$ cat src/msst_pkg.sv
// Purpose: shared constants and types for the subtract, swap, skip, table read and xor execution slice
// Assumes: one clock pclk at 20 MHz, asynchronous active-low reset presetn
// Notes:   register offsets are byte addresses on a 32-bit APB

package msst_pkg;

  // ----------------------------------------------------------------
  // register map
  // ----------------------------------------------------------------
  localparam logic [7:0] ADDR_CTRL   = 8'h00;
  localparam logic [7:0] ADDR_ACC    = 8'h04;
  localparam logic [7:0] ADDR_FLAGS  = 8'h08;
  localparam logic [7:0] ADDR_PTR    = 8'h0c;
  localparam logic [7:0] ADDR_HIGH   = 8'h10;
  localparam logic [7:0] ADDR_STATUS = 8'h14;

  // field positions
  localparam int CTRL_ENABLE_BIT = 0;
  localparam int FLAG_C_BIT      = 0;
  localparam int FLAG_AC_BIT     = 1;
  localparam int FLAG_Z_BIT      = 2;
  localparam int FLAG_OV_BIT     = 3;
  localparam int STAT_BUSY_BIT   = 0;
  localparam int STAT_SKIP_BIT   = 1;
  localparam int STAT_TABLE_BIT  = 2;

  // reset values
  localparam logic [7:0] RESET_ACC   = 8'h00;
  localparam logic [7:0] RESET_PTR   = 8'h00;
  localparam logic [7:0] RESET_HIGH  = 8'h00;
  localparam logic       RESET_EN    = 1'b0;

  // rom geometry: 4 page bits above an 8-bit pointer, 15-bit words
  localparam logic [3:0] LAST_PAGE   = 4'hf;
  localparam int         ROM_AW      = 12;
  localparam int         ROM_DW      = 15;

  // ----------------------------------------------------------------
  // types
  // ----------------------------------------------------------------
  typedef enum logic [3:0] {
    op_none,
    op_sub_to_acc,
    op_minus_result_to_mem,
    op_sub_imm,
    op_swap_in_mem,
    op_nibble_exchange_to_acc,
    op_test_zero_then_skip,
    op_move_test_zero_then_skip,
    op_bit_zero_then_skip,
    op_rom_fetch_current_page,
    op_rom_fetch_last_page,
    op_xor_to_acc,
    op_exclusive_or_to_mem,
    op_xor_imm
  } msst_op_t;

  typedef struct packed {
    msst_op_t   op;
    logic [7:0] mem_addr;
    logic [2:0] bit_sel;
    logic [7:0] imm;
    logic [7:0] mem_data;
  } msst_instr_t;

  typedef struct packed {
    logic ov;
    logic z;
    logic ac;
    logic c;
  } msst_flags_t;

  typedef struct packed {
    logic       en;
    logic [7:0] addr;
    logic [7:0] data;
  } msst_mem_wr_t;

  typedef struct packed {
    logic              en;
    logic [ROM_AW-1:0] addr;
  } msst_rom_req_t;

endpackage

$ cat src/msst_alu.sv
// Purpose: arithmetic and logic result for one instruction
// Assumes: purely combinational, operands valid in the execute cycle

`timescale 1ns/1ps
`default_nettype none

module msst_alu (
  input  wire msst_pkg::msst_op_t    op,
  input  wire logic [7:0]            acc,
  input  wire logic [7:0]            mem,
  input  wire logic [7:0]            imm,
  input  wire msst_pkg::msst_flags_t flags_in,
  output logic [7:0]                 result,
  output msst_pkg::msst_flags_t      flags_out
);

  // ----------------------------------------------------------------
  // helpers
  // ----------------------------------------------------------------
  // a + ~b + 1 with carry out, nibble carry and signed overflow
  function automatic logic [11:0] sub_calc(input logic [7:0] a, input logic [7:0] b);
    logic [8:0] sum;
    logic [4:0] low;
    logic       ovf;
    sum = {1'b0, a} + {1'b0, ~b} + 9'h001;
    low = {1'b0, a[3:0]} + {1'b0, ~b[3:0]} + 5'h01;
    ovf = (a[7] == ~b[7]) && (sum[7] != a[7]);
    sub_calc = {ovf, (sum[7:0] == 8'h00), low[4], sum[8], sum[7:0]};
  endfunction

  wire logic [7:0]  sub_b    = (op == msst_pkg::op_sub_imm) ? imm : mem;
  wire logic [11:0] sub_out  = sub_calc(acc, sub_b);
  wire logic [7:0]  xor_b    = (op == msst_pkg::op_xor_imm) ? imm : mem;
  wire logic [7:0]  xor_out  = acc ^ xor_b;
  wire logic [7:0]  swap_out = {mem[3:0], mem[7:4]};
  wire logic        is_sub   = (op == msst_pkg::op_sub_to_acc) || (op == msst_pkg::op_minus_result_to_mem) ||
                               (op == msst_pkg::op_sub_imm);
  wire logic        is_xor   = (op == msst_pkg::op_xor_to_acc) || (op == msst_pkg::op_exclusive_or_to_mem) ||
                               (op == msst_pkg::op_xor_imm);

  // result and flag selection
  always_comb begin
    result    = mem;
    flags_out = flags_in;
    if (is_sub) begin
      result    = sub_out[7:0];
      flags_out = '{ov: sub_out[11], z: sub_out[10], ac: sub_out[9], c: sub_out[8]};
    end else if (is_xor) begin
      result      = xor_out;
      flags_out.z = (xor_out == 8'h00);
    end else if ((op == msst_pkg::op_swap_in_mem) || (op == msst_pkg::op_nibble_exchange_to_acc)) begin
      result = swap_out;
    end
  end

endmodule

`default_nettype wire

$ cat src/msst_apb.sv
// Purpose: APB slave decode and read data for the execution slice registers
// Assumes: zero wait states, pready always high
// Notes:   unmapped addresses answer pslverr and read zero, writes to them are dropped

`timescale 1ns/1ps
`default_nettype none

module msst_apb (
  input  wire logic        pclk,
  input  wire logic        presetn,
  input  wire logic        psel,
  input  wire logic        penable,
  input  wire logic        pwrite,
  input  wire logic [7:0]  paddr,
  output logic [31:0]      prdata,
  output logic             pready,
  output logic             pslverr,
  input  wire logic [31:0] rd_ctrl,
  input  wire logic [31:0] rd_acc,
  input  wire logic [31:0] rd_flags,
  input  wire logic [31:0] rd_ptr,
  input  wire logic [31:0] rd_high,
  input  wire logic [31:0] rd_status,
  output logic             wr_ctrl,
  output logic             wr_acc,
  output logic             wr_flags,
  output logic             wr_ptr,
  output logic             wr_high
);

  // address decode
  wire logic hit_ctrl   = (paddr == msst_pkg::ADDR_CTRL);
  wire logic hit_acc    = (paddr == msst_pkg::ADDR_ACC);
  wire logic hit_flags  = (paddr == msst_pkg::ADDR_FLAGS);
  wire logic hit_ptr    = (paddr == msst_pkg::ADDR_PTR);
  wire logic hit_high   = (paddr == msst_pkg::ADDR_HIGH);
  wire logic hit_status = (paddr == msst_pkg::ADDR_STATUS);
  wire logic hit_any    = hit_ctrl | hit_acc | hit_flags | hit_ptr | hit_high | hit_status;
  wire logic access     = psel & penable;
  wire logic wr_access  = access & pwrite;

  // write strobes in the access phase
  assign wr_ctrl  = wr_access & hit_ctrl;
  assign wr_acc   = wr_access & hit_acc;
  assign wr_flags = wr_access & hit_flags;
  assign wr_ptr   = wr_access & hit_ptr;
  assign wr_high  = wr_access & hit_high;
  assign pready   = 1'b1;
  assign pslverr  = access & ~hit_any;

  // read mux
  wire logic [31:0] rd_mux = hit_ctrl   ? rd_ctrl   :
                             hit_acc    ? rd_acc    :
                             hit_flags  ? rd_flags  :
                             hit_ptr    ? rd_ptr    :
                             hit_high   ? rd_high   :
                             hit_status ? rd_status : 32'h0000_0000;

  // read data captured in the setup cycle
  always_ff @(posedge pclk or negedge presetn) begin
    if (!presetn) begin
      prdata <= 32'h0000_0000;
    end else if (psel && !penable && !pwrite) begin
      prdata <= rd_mux;
    end
  end

endmodule

`default_nettype wire

$ cat src/msst_core.sv
// Purpose: executes subtract, nibble swap, zero skip, table read and xor instructions
// Assumes: decode stage supplies the operand byte with the instruction; rom data is valid in the same cycle as the request
// Notes:   direct memory writes and rom requests appear one cycle after the instruction is taken, table writes one cycle later
//
// The register offsets and the APB interface to the registers were decided locally.

`timescale 1ns/1ps
`default_nettype none

module msst_core (
  input  wire logic                  pclk,
  input  wire logic                  presetn,
  // apb
  input  wire logic                  psel,
  input  wire logic                  penable,
  input  wire logic                  pwrite,
  input  wire logic [7:0]            paddr,
  input  wire logic [31:0]           pwdata,
  output logic [31:0]                prdata,
  output logic                       pready,
  output logic                       pslverr,
  // instruction from decode
  input  wire logic                  instr_valid,
  input  wire msst_pkg::msst_instr_t instr,
  output logic                       instr_ready,
  input  wire logic [3:0]            pc_page,
  // data memory write
  output msst_pkg::msst_mem_wr_t     mem_wr,
  // program rom
  output msst_pkg::msst_rom_req_t    rom_req,
  input  wire logic [14:0]           rom_data,
  // fetch path
  output logic                       discard_next
);

  // ----------------------------------------------------------------
  // state and registers
  // ----------------------------------------------------------------
  typedef enum logic [1:0] {
    st_run,
    st_dummy,
    st_table
  } msst_state_t;

  msst_state_t           state;
  msst_state_t           next_state;
  logic                  enable;
  logic [7:0]            acc;
  msst_pkg::msst_flags_t flags;
  logic [7:0]            ptr;
  logic [7:0]            high_latch;
  logic [7:0]            table_dest;
  logic                  last_skip;

  // apb strobes
  logic                  wr_ctrl;
  logic                  wr_acc;
  logic                  wr_flags;
  logic                  wr_ptr;
  logic                  wr_high;

  // alu outputs
  logic [7:0]            alu_result;
  msst_pkg::msst_flags_t alu_flags;

  // ----------------------------------------------------------------
  // register bus
  // ----------------------------------------------------------------
  wire logic [31:0] rd_ctrl   = {31'h0000_0000, enable};
  wire logic [31:0] rd_acc    = {24'h00_0000, acc};
  wire logic [31:0] rd_flags  = {28'h000_0000, flags};
  wire logic [31:0] rd_ptr    = {24'h00_0000, ptr};
  wire logic [31:0] rd_high   = {24'h00_0000, high_latch};
  wire logic [31:0] rd_status = {29'h0000_0000, (state == st_table), last_skip, (state != st_run)};

  msst_apb u_apb (
    .pclk      (pclk),
    .presetn   (presetn),
    .psel      (psel),
    .penable   (penable),
    .pwrite    (pwrite),
    .paddr     (paddr),
    .prdata    (prdata),
    .pready    (pready),
    .pslverr   (pslverr),
    .rd_ctrl   (rd_ctrl),
    .rd_acc    (rd_acc),
    .rd_flags  (rd_flags),
    .rd_ptr    (rd_ptr),
    .rd_high   (rd_high),
    .rd_status (rd_status),
    .wr_ctrl   (wr_ctrl),
    .wr_acc    (wr_acc),
    .wr_flags  (wr_flags),
    .wr_ptr    (wr_ptr),
    .wr_high   (wr_high)
  );

  // ----------------------------------------------------------------
  // execute decode
  // ----------------------------------------------------------------
  msst_alu u_alu (
    .op        (instr.op),
    .acc       (acc),
    .mem       (instr.mem_data),
    .imm       (instr.imm),
    .flags_in  (flags),
    .result    (alu_result),
    .flags_out (alu_flags)
  );

  // instruction taken only when enabled and not in a second cycle
  assign instr_ready = enable && (state == st_run);
  wire logic take = instr_valid && instr_ready;

  // destination classes
  wire logic to_acc   = (instr.op == msst_pkg::op_sub_to_acc) || (instr.op == msst_pkg::op_sub_imm) ||
                        (instr.op == msst_pkg::op_nibble_exchange_to_acc) ||
                        (instr.op == msst_pkg::op_xor_to_acc) || (instr.op == msst_pkg::op_xor_imm);
  wire logic to_mem   = (instr.op == msst_pkg::op_minus_result_to_mem) || (instr.op == msst_pkg::op_swap_in_mem) ||
                        (instr.op == msst_pkg::op_exclusive_or_to_mem);
  wire logic flag_upd = (instr.op == msst_pkg::op_sub_to_acc) || (instr.op == msst_pkg::op_sub_imm) ||
                        (instr.op == msst_pkg::op_minus_result_to_mem) || (instr.op == msst_pkg::op_xor_to_acc) ||
                        (instr.op == msst_pkg::op_xor_imm) || (instr.op == msst_pkg::op_exclusive_or_to_mem);
  wire logic is_table = (instr.op == msst_pkg::op_rom_fetch_current_page) ||
                        (instr.op == msst_pkg::op_rom_fetch_last_page);

  // skip conditions
  // zero byte and clear bit skips
  wire logic byte_zero = (instr.mem_data == 8'h00);
  wire logic bit_zero  = ~instr.mem_data[instr.bit_sel];
  wire logic skip      = ((instr.op == msst_pkg::op_test_zero_then_skip) && byte_zero) ||
                         ((instr.op == msst_pkg::op_move_test_zero_then_skip) && byte_zero) ||
                         ((instr.op == msst_pkg::op_bit_zero_then_skip) && bit_zero);

  // rom address: current page or the last page above the pointer
  // page select
  wire logic [3:0]  rom_page = (instr.op == msst_pkg::op_rom_fetch_last_page) ? msst_pkg::LAST_PAGE : pc_page;
  wire logic [11:0] rom_addr = {rom_page, ptr};

  // ----------------------------------------------------------------
  // sequencing
  // ----------------------------------------------------------------
  // one or two machine cycles
  always_comb begin
    next_state = state;
    case (state)
      st_run: begin
        if (take && skip) begin
          next_state = st_dummy;
        end else if (take && is_table) begin
          next_state = st_table;
        end
      end
      st_dummy: begin
        next_state = st_run;
      end
      st_table: begin
        next_state = st_run;
      end
      default: begin
        next_state = st_run;
      end
    endcase
  end

  // state register
  always_ff @(posedge pclk or negedge presetn) begin
    if (!presetn) begin
      state <= st_run;
    end else begin
      state <= next_state;
    end
  end

  // control enable from software
  always_ff @(posedge pclk or negedge presetn) begin
    if (!presetn) begin
      enable <= msst_pkg::RESET_EN;
    end else if (wr_ctrl) begin
      enable <= pwdata[msst_pkg::CTRL_ENABLE_BIT];
    end
  end

  // accumulator, core update wins over a bus write
  always_ff @(posedge pclk or negedge presetn) begin
    if (!presetn) begin
      acc <= msst_pkg::RESET_ACC;
    end else if (take && to_acc) begin
      acc <= alu_result;
    end else if (take && (instr.op == msst_pkg::op_move_test_zero_then_skip)) begin
      acc <= instr.mem_data;
    end else if (wr_acc) begin
      acc <= pwdata[7:0];
    end
  end

  // status flags, core update wins over a bus write
  always_ff @(posedge pclk or negedge presetn) begin
    if (!presetn) begin
      flags <= '0;
    end else if (take && flag_upd) begin
      flags <= alu_flags;
    end else if (wr_flags) begin
      flags <= pwdata[3:0];
    end
  end

  // table pointer
  always_ff @(posedge pclk or negedge presetn) begin
    if (!presetn) begin
      ptr <= msst_pkg::RESET_PTR;
    end else if (wr_ptr) begin
      ptr <= pwdata[7:0];
    end
  end

  // high-byte latch filled in the second table cycle
  always_ff @(posedge pclk or negedge presetn) begin
    if (!presetn) begin
      high_latch <= msst_pkg::RESET_HIGH;
    end else if (state == st_table) begin
      high_latch <= {1'b0, rom_data[14:8]};
    end else if (wr_high) begin
      high_latch <= pwdata[7:0];
    end
  end

  // rom request and table destination
  always_ff @(posedge pclk or negedge presetn) begin
    if (!presetn) begin
      rom_req    <= '0;
      table_dest <= 8'h00;
    end else begin
      rom_req.en <= take && is_table;
      if (take && is_table) begin
        rom_req.addr <= rom_addr;
        table_dest   <= instr.mem_addr;
      end
    end
  end

  // data memory write port
  always_ff @(posedge pclk or negedge presetn) begin
    if (!presetn) begin
      mem_wr <= '0;
    end else if (state == st_table) begin
      mem_wr <= '{en: 1'b1, addr: table_dest, data: rom_data[7:0]};
    end else if (take && to_mem) begin
      mem_wr <= '{en: 1'b1, addr: instr.mem_addr, data: alu_result};
    end else begin
      mem_wr.en <= 1'b0;
    end
  end

  // discard pulse to fetch and last skip status
  always_ff @(posedge pclk or negedge presetn) begin
    if (!presetn) begin
      discard_next <= 1'b0;
      last_skip    <= 1'b0;
    end else begin
      discard_next <= take && skip;
      if (take) begin
        last_skip <= skip;
      end
    end
  end

endmodule

`default_nettype wire

$ cat config.mk
export PLATFORM = sky130hd
export DESIGN_NAME = msst_core
export DESIGN_NICKNAME = d
export VERILOG_FILES = /design/src/msst_pkg.sv /design/src/msst_alu.sv /design/src/msst_apb.sv /design/src/msst_core.sv
export SDC_FILE = /design/constraint.sdc
export NUM_CORES = 1
export LEC_CHECK = 0
export BUFFER_PORTS_ARGS = -buffer_cell sky130_fd_sc_hd__buf_2
export CAP_MARGIN = 20
export CORE_AREA = 8 8 112 114
export DETAILED_ROUTE_END_ITERATION = 6
export DIE_AREA = 0 0 120 122
export PLACE_DENSITY = 0.86
export SYNTH_ARGS = -nofsm -noshare
export SYNTH_HDL_FRONTEND = slang
export SYNTH_SLANG_ARGS = --single-unit
$ cat constraint.sdc
create_clock -name pclk -period 2.4 [get_ports pclk]
set_input_delay 0.48 -clock pclk [delete_from_list [all_inputs] [get_ports pclk]]
set_output_delay 0.48 -clock pclk [all_outputs]
set_load 0.05 [all_outputs]
# After elaboration in Yosys (flattened, before gate mapping)
# Index checks and enable logic that the tools add are counted.
[word_totals] ff_bits=103 in_bits=96 out_inout_bits=66 word_cells=143
[classes] add_sub_neg=4 order_cmp=1 eq_ne=24 n_mux=31 n_bitwise=19 reduce_logical=46
[ops] operator="32-bit 2-to-1 mux" n=5
[ops] operator="8-bit 2-to-1 mux" n=10
[ops] operator="8-bit zero test" n=4
[ops] operator="4-bit == test, second input constant" n=6
[ops] operator="1-bit logical OR" n=18
[ops] operator="17-bit 2-to-1 mux" n=1
[ops] operator="4-bit by 3-bit == test with 1-bit output, second input constant" n=4
[ops] operator="8-bit by 4-bit == test with 1-bit output, second input constant" n=2
[ops] operator="8-bit by 5-bit == test with 1-bit output, second input constant" n=2
[ops] operator="16-bit 2-to-1 mux" n=1
[ops] operator="1-bit logical AND" n=14
[ops] operator="4-bit 2-to-1 mux" n=3
[ops] operator="8-bit by 8-bit adder with 9-bit output" n=1
[ops] operator="9-bit by 1-bit adder with 9-bit output, second input constant" n=1
[ops] operator="1-bit bitwise AND" n=8
[ops] operator="4-bit by 2-bit == test with 1-bit output, second input constant" n=2
[ops] operator="8-bit by 3-bit == test with 1-bit output, second input constant" n=1
[ops] operator="2-bit 2-to-1 mux" n=4
[ops] operator="8-bit NOT" n=1
[ops] operator="2-bit nonzero test" n=4
[ops] operator="8-bit bitwise XOR" n=1
[ops] operator="3-bit by 1-bit inequality test with 1-bit output, second input constant" n=2
[ops] operator="4-bit by 4-bit adder with 5-bit output" n=1
[ops] operator="5-bit by 1-bit adder with 5-bit output, second input constant" n=1
[ops] operator="16 further kinds" n=28

# Longest topological paths before layout
# Gate-level depths: netlist of run 1.
[depth] word_depth=9 mapped_depth=13 ltp_nobuf=11

# By module
# Synthesis of run 1 repeated with hierarchy kept, for this count alone.
[unflattened] hier_cells=767 hier_area_um2=7074.3
[by_module_without_submodules] module="msst_core" instances=1 cells_each=346 area_per_inst_um2=3355.7 seq_area_each_um2=1776.7
[by_module_without_submodules] module="msst_apb" instances=1 cells_each=297 area_per_inst_um2=2791.4 seq_area_each_um2=800.8
[by_module_without_submodules] module="msst_alu" instances=1 cells_each=124 area_per_inst_um2=927.1 seq_area_each_um2=0.0

# Worst setup path before layout of run 1
# OpenSTA, ideal clock, no wires.
[synth_timing] path_kind="input to register" from="in instr[29] in the netlist's numbering" to="reg flags[2] in the netlist's numbering" setup_time_ps=95 arrival_time_ps=3370 required_time_ps=2305 path_slack_ps=-1066 cell_stages=12 path_buffers=2 cell_sequence="buf_4 -> nor2_1 -> and3_1 -> clkbuf_1 -> mux2_2 -> ha_1 -> fa_1 -> nand2b_1 -> a21oi_1 -> xor2_1 -> or4_1 -> o31ai_1"
[synth_between] elab_chain_cells=9 elab_cells_between_ends=30 cone_classes="add/sub: 2; eq/ne: 7; mux: 5; bitwise: 2; reduce/logical: 14"
[synth_rtl] element="start, declared" line="msst_core.sv:24" text="input wire msst_pkg::msst_instr_t instr,"
[synth_rtl] element="parallel branches: the longest is 9 deep, another holds 8-bit by 8-bit adder with 9-bit output"
[synth_rtl] element="end signal, assigned" line="msst_core.sv:203" text="flags <= alu_flags;"
[synth_rtl] element="end signal, assigned" line="msst_core.sv:205" text="flags <= pwdata[3:0];"
[synth_rtl] element="end, declared" line="msst_core.sv:49" text="msst_pkg::msst_flags_t flags;"
# Parallel ways; which one is timed is not known. The select of a mux whose other input is x is not followed.
# A chain may end at the register's enable or synchronous reset.

# Worst setup path after layout of run 1
[layout_timing] from="in instr[30] in the netlist's numbering" to="reg acc[4]"
[layout_between] elab_chain_cells=7 elab_cells_between_ends=32 cone_classes="add/sub: 2; eq/ne: 9; mux: 7; bitwise: 2; reduce/logical: 12"
[layout_rtl] element="4-bit by 2-bit == test with 1-bit output / 4-bit by 1-bit == test with 1-bit output (equally long branches)"
[layout_rtl] element="8-bit 2-to-1 mux / 1-bit logical OR (equally long branches)" line="msst_alu.sv:31, msst_core.sv:117"
[layout_rtl] element="8-bit NOT / 1-bit logical OR (equally long branches)" line="msst_alu.sv:25, msst_core.sv:117"
[layout_rtl] element="8-bit by 8-bit adder with 9-bit output / 1-bit logical OR (equally long branches)" line="msst_alu.sv:25, msst_core.sv:118"
[layout_rtl] element="9-bit by 1-bit adder with 9-bit output / 1-bit logical OR (equally long branches)" line="msst_alu.sv:25, msst_core.sv:119"
[layout_rtl] element="8-bit 2-to-1 mux / 1-bit logical AND (equally long branches)" line="msst_alu.sv:45, msst_core.sv:189"
[layout_rtl] element="8-bit 2-to-1 mux / 3-bit nonzero test (equally long branches)"
[layout_rtl] element="end signal, assigned" line="msst_core.sv:188" text="acc <= msst_pkg::RESET_ACC;"
[layout_rtl] element="end signal, assigned" line="msst_core.sv:190" text="acc <= alu_result;"
[layout_rtl] element="end signal, assigned" line="msst_core.sv:192" text="acc <= instr.mem_data;"
[layout_rtl] element="end, declared" line="msst_core.sv:48" text="logic [7:0] acc;"
# Several ways; a longest one is shown, not always the timed one.

==> results_dict.tcl, run 1 <==
set metrics [dict create \
    finalWorstPathRequiredPeriod_ns 2.71 \
    syn_area_per_cell_um2 9.36 \
    dp.cells 826 \
    ys_warn_count 0 \
    nNetsFinal 813 \
    drt-vias-per-instance 5.54 \
    cts_tree "done" \
    area_growth_syn_to_layout_pct 34.8 \
    yosys.area.top_type "dfrtp_1" \
    num_rows 38 \
    initial_core_util 0.464 \
    core_mm2 0.0107 \
    max_freq_mhz 369 \
    clkLatencyLatePin_ns 0.37 \
    cap_violations 0 \
    crit_arrival_ns 2.98 \
    holdWs_ns 0.0878 \
    fillers 860 \
    grt_setup_unrepaired "yes" \
    leakage_uw 0.00340 \
    yosysMostFrequentCell "dfrtp_1" \
    dp.final_hpwl_um 12300 \
    vias 4727 \
    numCtsBuffers 9 \
    first_global_vias 4857 \
    synth_seq_cells 79 \
    antenna_found_initial 2 \
    power_density_mw_per_mm2 560 \
    cts_htree_levels 3 \
    critPathTopFamily "multiplexers" \
    drv_slew 0 \
    ant_nets 0 \
    violations "negative setup slack" \
    place.gp.congestion 0.952 \
    port_buffers 112 \
    antennaDiodeCount 0 \
    die-height_um 122 \
    end_kind "flop" \
    critPathSlowestCell "fa_2" \
    synth_edf_count 0 \
    crit_fanout 2 \
    grt_start_max_net_pins 43 \
    grt_usage 0.215 \
    synth_cells 530 \
    io_pins 162 \
    cts_sinks 79 \
    crit_required_ns 2.67 \
    synth_commonest_cells "dfrtp_1, nand2_1, nor2_1" \
    grt_pass1_wl_um 25100 \
    synth_cell_types 66 \
    crit_top_cell "mux2_4" \
    wl_per_cell_um 18.7 \
    max_stage_delay_ns 0.37 \
    first_iter_violations 403 \
    setup_viol 8 \
    instances_no_fill 853 \
    synth_seq_area_share 0.399 \
    start_kind "input port" \
    status "finished with violations" \
    crit_buf_inv 3 \
    synthTopCellsByArea "dfrtp_1, mux2_2, mux2i_1, nand2_1, buf_4" \
    clock_path_buffers 2 \
    drc 0 \
    clock_skew_ns 0.0188 \
    totalNegativeSetupSlack_ns -1.59 \
    hold_buffers 0 \
    crit_type "input port to flop" \
    clk_pin_slew_ns 0.10 \
    max-slew-margin-rel 0.533 \
    fin_util 0.625 \
    hp-class "input port to async pin" \
    synth_top_cell_area_share 0.399 \
    async_reset_ff_frac 1.00 \
    hold_viol 0 \
    peakVddDrop_v 0.000455 \
    fin_ws_ns -0.312 \
    min_period_over_period 1.13 \
    path_cells "buf_8 -> nor2_4 -> and3_4 -> mux2_4 -> ha_4 -> fa_2 -> nand2b_4 -> buf_6 -> a21oi_4 -> xor2_2 -> buf_4 -> o221ai_4 -> o21ai_1 -> mux2_4" \
    die_area_mm2 0.0146 \
    routed_wl_um 15900 \
    yosys_most_used_dff "dfrtp_1" \
    worstMarginPinSlew_ns 0.693 \
    root_buffer "clkbuf_8" \
    die_w_um 120 \
    drive_gt1_frac 0.412 \
    drt_first_pass_iters 5 \
    synth_area_mm2 0.00496 \
    overflow 0 \
]
-- repair_timing --
item / 4_1_cts / 5_1_grt
hold endpoints to repair: 0 / 0
buffers inserted: 5 / 8
gates resized for setup: 21 / 30
setup endpoints to repair: 10 / 14
pin swaps: 14 / 19
-- through the flow --
stage | area [um^2] | setup slack (ns) | power (uW)
2_1_floorplan | 5160 | -0.550 | 2090
3_3_place_gp | 6120 | -0.659 | 2430
3_5_place_dp | 6120 | -0.716 | 2440
4_1_cts | 6470 | -0.288 | 3640
5_1_grt | 6690 | -0.362 | 3900
6_report | 6690 | -0.312 | 3750
-- registers in the layout, indices dropped and copies added (netlist names) --
| register | count |
|---|---|
| discard_next | 1 |
| enable | 1 |
| mem_wr | 17 |
| flags | 4 |
| ptr | 8 |
| acc | 8 |
| high_latch | 8 |
| rom_req | 13 |
| u_apb.prdata | 8 |
| state | 2 |
| table_dest | 8 |
| last_skip | 1 |
-- routing by layer --
metal,routed length (um),vias to the layer above,GRT usage,share of wire
met5,24,-,0,0.0015
met4,455,4,0.0812,0.029
met3,1410,48,0.0750,0.089
met2,7630,215,0.357,0.48
met1,6400,2246,0.253,0.40
li1,-,2214,-,-
-- final cells by class --
type / instances / area (um^2) / area share
clock buffer: 9 / 124 / 0.0185
multi-input combinational: 414 / 3020 / 0.452
sequential: 79 / 1980 / 0.296
tap: 140 / 175 / 0.0262
timing repair buffer: 195 / 1250 / 0.186
inverter: 9 / 33.8 / 0.00505
clock inverter: 7 / 106 / 0.0159
-- logic make-up (layout without fill, tap and decap cells) --
family                     after synthesis  after routing  synth area share
DFF                                     79             79             0.399
adders and majority gates                9              9            0.0242
other                                    2             25           0.00151
and+or+nand+nor                        182            182             0.179
AOI/OAI and AO/OA                      123            123             0.167
muxes                                   62             62             0.138
buffers and inverters                   60            220            0.0691
xor gates and xnor gates                13             13            0.0230
-- where the power goes --
| part | switching (uW) | internal [uW] | total [uW] |
|---|---|---|---|
| Sequential | 50.7 | 1390 | 1440 |
| Combinational | 686 | 462 | 1150 |
| Clock | 546 | 607 | 1150 |
-- worst paths after layout --
| kind | startpoint | end | slack (ns) | depth (start not counted) |
|---|---|---|---|---|
| worst max-delay path | instr[30] | acc[4] | -0.31 | 14 |
| worst min-delay path | presetn | mem_wr[11] | 0.09 | 1 |
| worst max register to register | acc[0] | acc[4] | 0.09 | 11 |
| worst min register to register | rom_req[9] | rom_req[9] | 0.49 | 2 |
| max in group asynchronous | presetn | acc[1] | 1.69 | 2 |
| min in group pclk | instr[25] | table_dest[6] | 0.32 | 3 |
-- cell usage in the layout, fill, tap and decap left out, types with 4 or more instances in the layout --
cell and n:
buf_2 109, dfrtp_1 79, buf_4 77, nand2_1 66, nor2_1 54, mux2_2 28, mux2i_1 27, conb_1 25
a21oi_1 18, o21ai_0 16, a22oi_1 12, o22ai_1 11, a31oi_1 9, xnor2_1 9, clkbuf_8 9, nand3_1 8
nor2b_1 7, a21o_1 7, o21ai_1 7, inv_1 6, buf_6 6, o21a_1 5, ha_1 4, ha_4 4
inv_6 4
-- worst register-to-register path: cells and delay by family (launching register included) --
| family | cells | cell delay [ns] |
|---|---|---|
| fa+ha+maj | 2 | 0.54 |
| mux | 1 | 0.26 |
| compound gates | 3 | 0.44 |
| xor+xnor | 1 | 0.11 |
| buf+inv | 3 | 0.35 |
| simple gates | 1 | 0.16 |
| flops | 1 | 0.35 |
Power figures use the tool's default switching activity.
==> run 2, diff against run 1 <==
--- a/config.mk
+++ b/config.mk
@@ -5,12 +5,13 @@
 export SDC_FILE = /design/constraint.sdc
 export NUM_CORES = 1
 export LEC_CHECK = 0
+export ABC_AREA = 1
 export BUFFER_PORTS_ARGS = -buffer_cell sky130_fd_sc_hd__buf_2
 export CAP_MARGIN = 20
-export CORE_AREA = 8 8 112 114
+export CORE_AREA = 8 8 115 117
 export DETAILED_ROUTE_END_ITERATION = 6
-export DIE_AREA = 0 0 120 122
-export PLACE_DENSITY = 0.86
+export DIE_AREA = 0 0 123 125
+export PLACE_DENSITY = 0.85
 export SYNTH_ARGS = -nofsm -noshare
 export SYNTH_HDL_FRONTEND = slang
 export SYNTH_SLANG_ARGS = --single-unit
==> results_dict.tcl, run 2 <==
set metrics [dict create \
    ant_nets 0 \
    end_kind "flop" \
    power.share.clock 0.373 \
    synth_cells 767 \
    synth_area_mm2 0.00527 \
    largest_reg_flops 17 \
    status "finished clean" \
    core_mm2 0.0116 \
    crit_required_ns 2.66 \
    layout_common_cells "nand2_1, buf_2, dfrtp_1" \
    max_freq_mhz 445 \
    p_int_uw 2550 \
    antennaDiodeCount 0 \
    synth_edf_count 0 \
    yosys.area.top_type "dfrtp_1" \
    fin_util 0.557 \
    grt_pass1_wl_um 25800 \
    antenna_found_initial 0 \
    synth_seq_cells 79 \
    die-height_um 125 \
    clock_path_buffers 2 \
    hold_viol 0 \
    place.gp.congestion 0.982 \
    die_area_mm2 0.0154 \
    hp-class "input port to async pin" \
    cts_sinks 79 \
    worstMarginPinSlew_ns 0.803 \
    synth_top_cell_area_share 0.375 \
    routed_wl_um 16400 \
    p_comb_frac 0.246 \
    total_power_uw 3820 \
    clk_pin_slew_ns 0.07 \
    port_buffers 112 \
    cts_tree "done" \
    swShare 0.333 \
    wl_per_cell_um 15.4 \
    drv_slew 0 \
    max_stage_delay_ns 0.30 \
    fin_area_mm2 0.00647 \
    syn_area_per_cell_um2 6.87 \
    crit_top_cell "nand2_1" \
    power_switching_uw 1270 \
    largest-register "mem_wr" \
    synth_seq_area_share 0.375 \
    cap_violations 0 \
    wl_met2_um 7840 \
    drc 0 \
    nNetsFinal 1014 \
    die_w_um 123 \
    crit_fanout 7 \
    vias 5560 \
    holdWs_ns 0.137 \
    min_period_over_period 0.937 \
    drive_gt1_frac 0.235 \
    wl_met3_um 1480 \
    top_regs "mem_wr x17, rom_req x13" \
    crit_type "input port to flop" \
    grt_start_max_net_pins 44 \
    critPathSlowestCell "ha_1" \
    totalNegativeSetupSlack_ns 0 \
    yosysMostFrequentCell "nand2_1" \
    max-slew-margin-rel 0.464 \
    clkLatencyLatePin_ns 0.34 \
    drt-vias-per-instance 5.24 \
    overflow 0 \
    layout.cells.most_common "nand2_1" \
    first_iter_violations 450 \
    setup_viol 0 \
    power_density_mw_per_mm2 591 \
    dp.final_hpwl_um 12800 \
    yosys_most_used_dff "dfrtp_1" \
    finalWorstPathRequiredPeriod_ns 2.25 \
    path_cells "buf_2 -> inv_1 -> nand2_1 -> inv_2 -> nand2_2 -> o21ai_0 -> ha_1 -> a21oi_1 -> buf_4 -> nand3_1 -> nand2_1 -> nand2_1 -> nor2_2 -> nand3_1 -> nand2_1 -> nor2_1 -> nor2_1" \
    hold_buffers 0 \
    first_global_vias 5158 \
    fillers 1129 \
    io_pins 162 \
    root_buffer "clkbuf_16" \
    leakage_uw 0.00366 \
    drt_first_pass_iters 7 \
    area_growth_syn_to_layout_pct 22.7 \
    crit_arrival_ns 2.51 \
    start_kind "input port" \
    wl_met1_um 6520 \
    peakVddDrop_v 0.000364 \
    numCtsBuffers 9 \
    initial_core_util 0.454 \
    grt_usage 0.211 \
    top_layer "met4" \
    cts_htree_levels 3 \
    synth_cell_types 43 \
    synth_commonest_cells "nand2_1, dfrtp_1, inv_1" \
    num_rows 40 \
    pwr-share-seq 0.382 \
    async_reset_ff_frac 1.00 \
    ys_warn_count 0 \
    clock_skew_ns 0.0101 \
    synthTopCellsByArea "dfrtp_1, nand2_1, nand3_1, inv_1, o21ai_0" \
    dpl-instance-area_mm2 0.00611 \
]
[run 2: cell count changes after synthesis, moves of 20 or more]
cell and change:
nand3_1 +55, mux2_2 -31, o21ai_0 +27, inv_1 +72, mux2i_1 -29, nand2_1 +190
o21ai_1 +20
[run 2: area by class of cell]
class                           count  area, um^2  area share
Multi-Input combinational cell    577        2800       0.433
Sequential cell                    79        1980       0.306
Timing Repair Buffer              149         841       0.130
Inverter                           93         354      0.0547
Clock buffer                       10         239      0.0370
Tap cell                          147         184      0.0284
Clock inverter                      6        75.1      0.0116
[run 2: critical path: cells and delay by family]
kind            cells  cell delay, ns
fa+ha+maj           1            0.30
compound gates      2            0.45
simple gates       10            0.85
buf+inv             4            0.43
[run 2: final timing paths]
check	from	cells past startpoint	to	slack [ns]
worst max register to register	acc[0]	14	flags[2]	0.33
worst min register to register	rom_req[9]	2	rom_req[9]	0.47
worst min-delay path	presetn	1	mem_wr[16]	0.14
worst max-delay path	instr[30]	17	flags[2]	0.15
max in group asynchronous	presetn	2	mem_wr[7]	1.57
min in group pclk	instr[25]	3	table_dest[6]	0.36
[run 2: repair_timing]
action | in CTS | in global routing
setup buffers | 0 | 3
setup endpoints to repair | 0 | 6
gates resized for setup | 0 | 6
hold endpoints to repair | 0 | 0
[run 2: cell families (layout without fill, tap and decap cells)]
family | count (synthesis) | after routing | synth area share
compound gates | 129 | 129 | 0.139
xor+xnor | 1 | 1 | 0.00166
fa+ha+maj | 9 | 9 | 0.0228
buf+inv | 135 | 258 | 0.119
flops | 79 | 79 | 0.375
other cells | 2 | 25 | 0.00143
simple gates | 412 | 413 | 0.340
[run 2: per-layer routing]
metal | track usage | vias to the layer above
met5 | 0 | -
met4 | 0.0865 | 0
met3 | 0.0365 | 44
met2 | 0.344 | 291
met1 | 0.267 | 2509
li1 | - | 2716
[run 2: power groups by stage]
| stage | Clock [uW] | Sequential, uW | Combinational (uW) |
|---|---|---|---|
| floorplan | 0 | 1590 | 507 |
| global placement | 0 | 1480 | 898 |
| detailed placement | 0 | 1480 | 912 |
| CTS | 1440 | 1460 | 915 |
| global route | 1490 | 1470 | 1020 |
| finish | 1420 | 1460 | 939 |
[run 2: metrics by stage]
stage                     std cells  worst slack (ns)
after floorplan                 790           -0.0428
after CTS                      1057             0.116
final                          1061             0.152
after global placement         1041            -0.128
after detailed placement       1041            -0.213
after global routing           1061           -0.0276
==> run 3, diff against run 2 <==
--- a/config.mk
+++ b/config.mk
@@ -8,10 +8,11 @@
 export ABC_AREA = 1
 export BUFFER_PORTS_ARGS = -buffer_cell sky130_fd_sc_hd__buf_2
 export CAP_MARGIN = 20
-export CORE_AREA = 8 8 115 117
+export CORE_AREA = 8 8 131 133
 export DETAILED_ROUTE_END_ITERATION = 6
-export DIE_AREA = 0 0 123 125
-export PLACE_DENSITY = 0.85
+export DIE_AREA = 0 0 139 141
+export PLACE_DENSITY = 0.86
 export SYNTH_ARGS = -nofsm -noshare
 export SYNTH_HDL_FRONTEND = slang
+export SYNTH_HIERARCHICAL = 1
 export SYNTH_SLANG_ARGS = --single-unit
==> results_dict.tcl, run 3 <==
set metrics [dict create \
    overflow 0 \
    cts_htree_levels 3 \
    wl_met3_um 2220 \
    antenna_found_initial 2 \
    power_density_mw_per_mm2 592 \
    vias 8451 \
    min_period_over_period 1.03 \
    root_buffer "clkbuf_16" \
    crit_type "input port to flop" \
    largest_reg_flops 32 \
    yosys_most_used_dff "dfrtp_1" \
    hold_viol 0 \
    ant_nets 0 \
    synth_cells 1178 \
    drc 0 \
    max-slew-margin-rel 0.566 \
    fin_util 0.660 \
    syn_area_per_cell_um2 6.39 \
    yosys.area.top_type "dfrtp_1" \
    ys_warn_count 6 \
    clkLatencyLatePin_ns 0.36 \
    synth_cell_types 40 \
    synth_commonest_cells "nand2_1, nand3_1, nor2_1" \
    area_growth_syn_to_layout_pct 31.3 \
    wl_met2_um 11200 \
    crit_buf_inv 5 \
    grt_setup_unrepaired "yes" \
    first_global_vias 7935 \
    largest-register "u_apb/prdata" \
    yosysMostFrequentCell "nand2_1" \
    wl_met1_um 9480 \
    fin_ws_ns -0.0602 \
    clk_pin_slew_ns 0.08 \
    top_layer "met5" \
    layout.cells.most_common "nand2_1" \
    io_pins 162 \
    synth_seq_area_share 0.342 \
    max_freq_mhz 406 \
    top_regs "u_apb/prdata x32, mem_wr x17, rom_req x13" \
    grt_start_max_net_pins 104 \
    synth_area_mm2 0.00753 \
    drive_gt1_frac 0.214 \
    synth_top_cell_area_share 0.342 \
    core_mm2 0.0150 \
    cts_sinks 103 \
    synth_edf_count 0 \
    cts_tree "done" \
    synth_seq_cells 103 \
    leakage_uw 0.00553 \
    crit_fanout 7 \
    finalWorstPathRequiredPeriod_ns 2.46 \
    grt_pass1_wl_um 38200 \
    start_kind "input port" \
    critPathSlowestCell "ha_1" \
    port_buffers 136 \
    clock_path_buffers 2 \
    max_stage_delay_ns 0.32 \
    hp-class "input port to async pin" \
    async_reset_ff_frac 1.00 \
    die_w_um 139 \
    first_iter_violations 716 \
    peakVddDrop_v 0.000508 \
    hold_buffers 0 \
    initial_core_util 0.503 \
    dp.final_hpwl_um 17500 \
    layout_common_cells "nand2_1, conb_1, nand3_1" \
    die-height_um 141 \
    drv_slew 0 \
    violations "negative setup slack" \
    setup_viol 4 \
    dp.cells 1669 \
    die_area_mm2 0.0196 \
    critPathTopFamily "buffers and inverters" \
    synthTopCellsByArea "dfrtp_1, nand2_1, nand3_1, nor2_1, inv_1" \
    crit_required_ns 2.69 \
    end_kind "flop" \
    place.gp.congestion 0.992 \
    num_rows 45 \
    nNetsFinal 1606 \
    drt-vias-per-instance 4.98 \
    path_cells "buf_12 -> inv_12 -> nand4_1 -> buf_6 -> buf_6 -> mux2i_2 -> ha_1 -> nand2_2 -> a21oi_2 -> nor2_2 -> nand2_2 -> xor2_2 -> nor2_1 -> a31oi_1 -> inv_1 -> o21a_1 -> a21oi_1" \
    wl_per_cell_um 13.9 \
    drt_first_pass_iters 5 \
    crit_arrival_ns 2.75 \
    fillers 1295 \
    cap_violations 0 \
    worstMarginPinSlew_ns 0.646 \
    clock_skew_ns 0.00719 \
    numCtsBuffers 9 \
    instances_no_fill 1696 \
    routed_wl_um 23600 \
    status "finished with violations" \
    grt_usage 0.237 \
]
run 3: layout make-up:
class | count | area (um^2) | share of cell area
multi-input cells | 1042 | 4930 | 0.498
clock buffers | 9 | 225 | 0.0228
well taps | 188 | 235 | 0.0238
clock inverters | 7 | 87.6 | 0.00886
repair buffers | 210 | 1310 | 0.132
diodes | 2 | 5.00 | 0.000506
inverters | 135 | 522 | 0.0528
flip-flops and latches | 103 | 2580 | 0.261
run 3: routing by layer:
metal,vias up,GRT usage
met5,-,0
met1,3797,0.279
met4,2,0.0930
met3,52,0.0746
met2,358,0.398
li1,4242,-
run 3: kinds of logic (layout without fill, tap and decap cells):
group           count (synthesis)  in the layout  synth area share
buf+inv                       192            361             0.113
xor+xnor                        5              5           0.00582
other cells                     2            163          0.000998
simple gates                  743            743             0.429
flops                         103            103             0.342
fa+ha+maj                       9              9            0.0160
compound gates                123            123            0.0918
mux                             1              1           0.00133
run 3: report_power, final:
part / internal [uW] / switching, uW / total (uW)
clock: 748 / 769 / 1520
combinational: 740 / 1460 / 2200
sequential: 1980 / 161 / 2140
total: 3460 / 2390 / 5850
run 3: through the flow:
stage	setup slack, ns	power (uW)	TNS [ns]	area [um^2]	hold WS [ns]
after floorplan	-0.255	3400	-0.996	8160	0.184
after global placement	-0.455	4050	-5.44	9240	0.459
after detailed placement	-0.552	4090	-6.41	9240	0.460
after CTS	0.00869	5660	0	9630	0.199
after global routing	-0.191	6130	-1.14	9880	0.216
final	-0.0602	5850	-0.157	9890	0.162
run 3: worst paths after layout:
check / from / end / slack [ns] / depth (start not counted)
worst max-delay path: instr[30] / mem_wr[7] / -0.06 / 17
worst min-delay path: presetn / u_apb/prdata[26] / 0.16 / 2
worst max register to register: acc[0] / mem_wr[4] / 0.15 / 12
worst min register to register: u_apb/prdata[24] / u_apb/prdata[24] / 0.48 / 2
max in group asynchronous: presetn / u_apb/prdata[12] / 1.79 / 2
min in group pclk: instr[25] / table_dest[6] / 0.33 / 3
run 3: repair_timing:
action / in CTS / in global routing
pin swaps: 15 / 34
hold endpoints to repair: 0 / 0
cloned: 1 / 0
resized for setup: 10 / 56
setup buffers: 5 / 4
endpoints found under the setup margin: 10 / 13
run 3: worst reg2reg max path, delay by kind of cell (launching register included):
family / cells / cell delay (ns)
xor gates and xnor gates: 1 / 0.18
AOI/OAI and AO/OA: 2 / 0.29
and+or+nand+nor: 4 / 0.48
DFF: 1 / 0.38
adders and majority gates: 2 / 0.58
buffers and inverters: 3 / 0.26
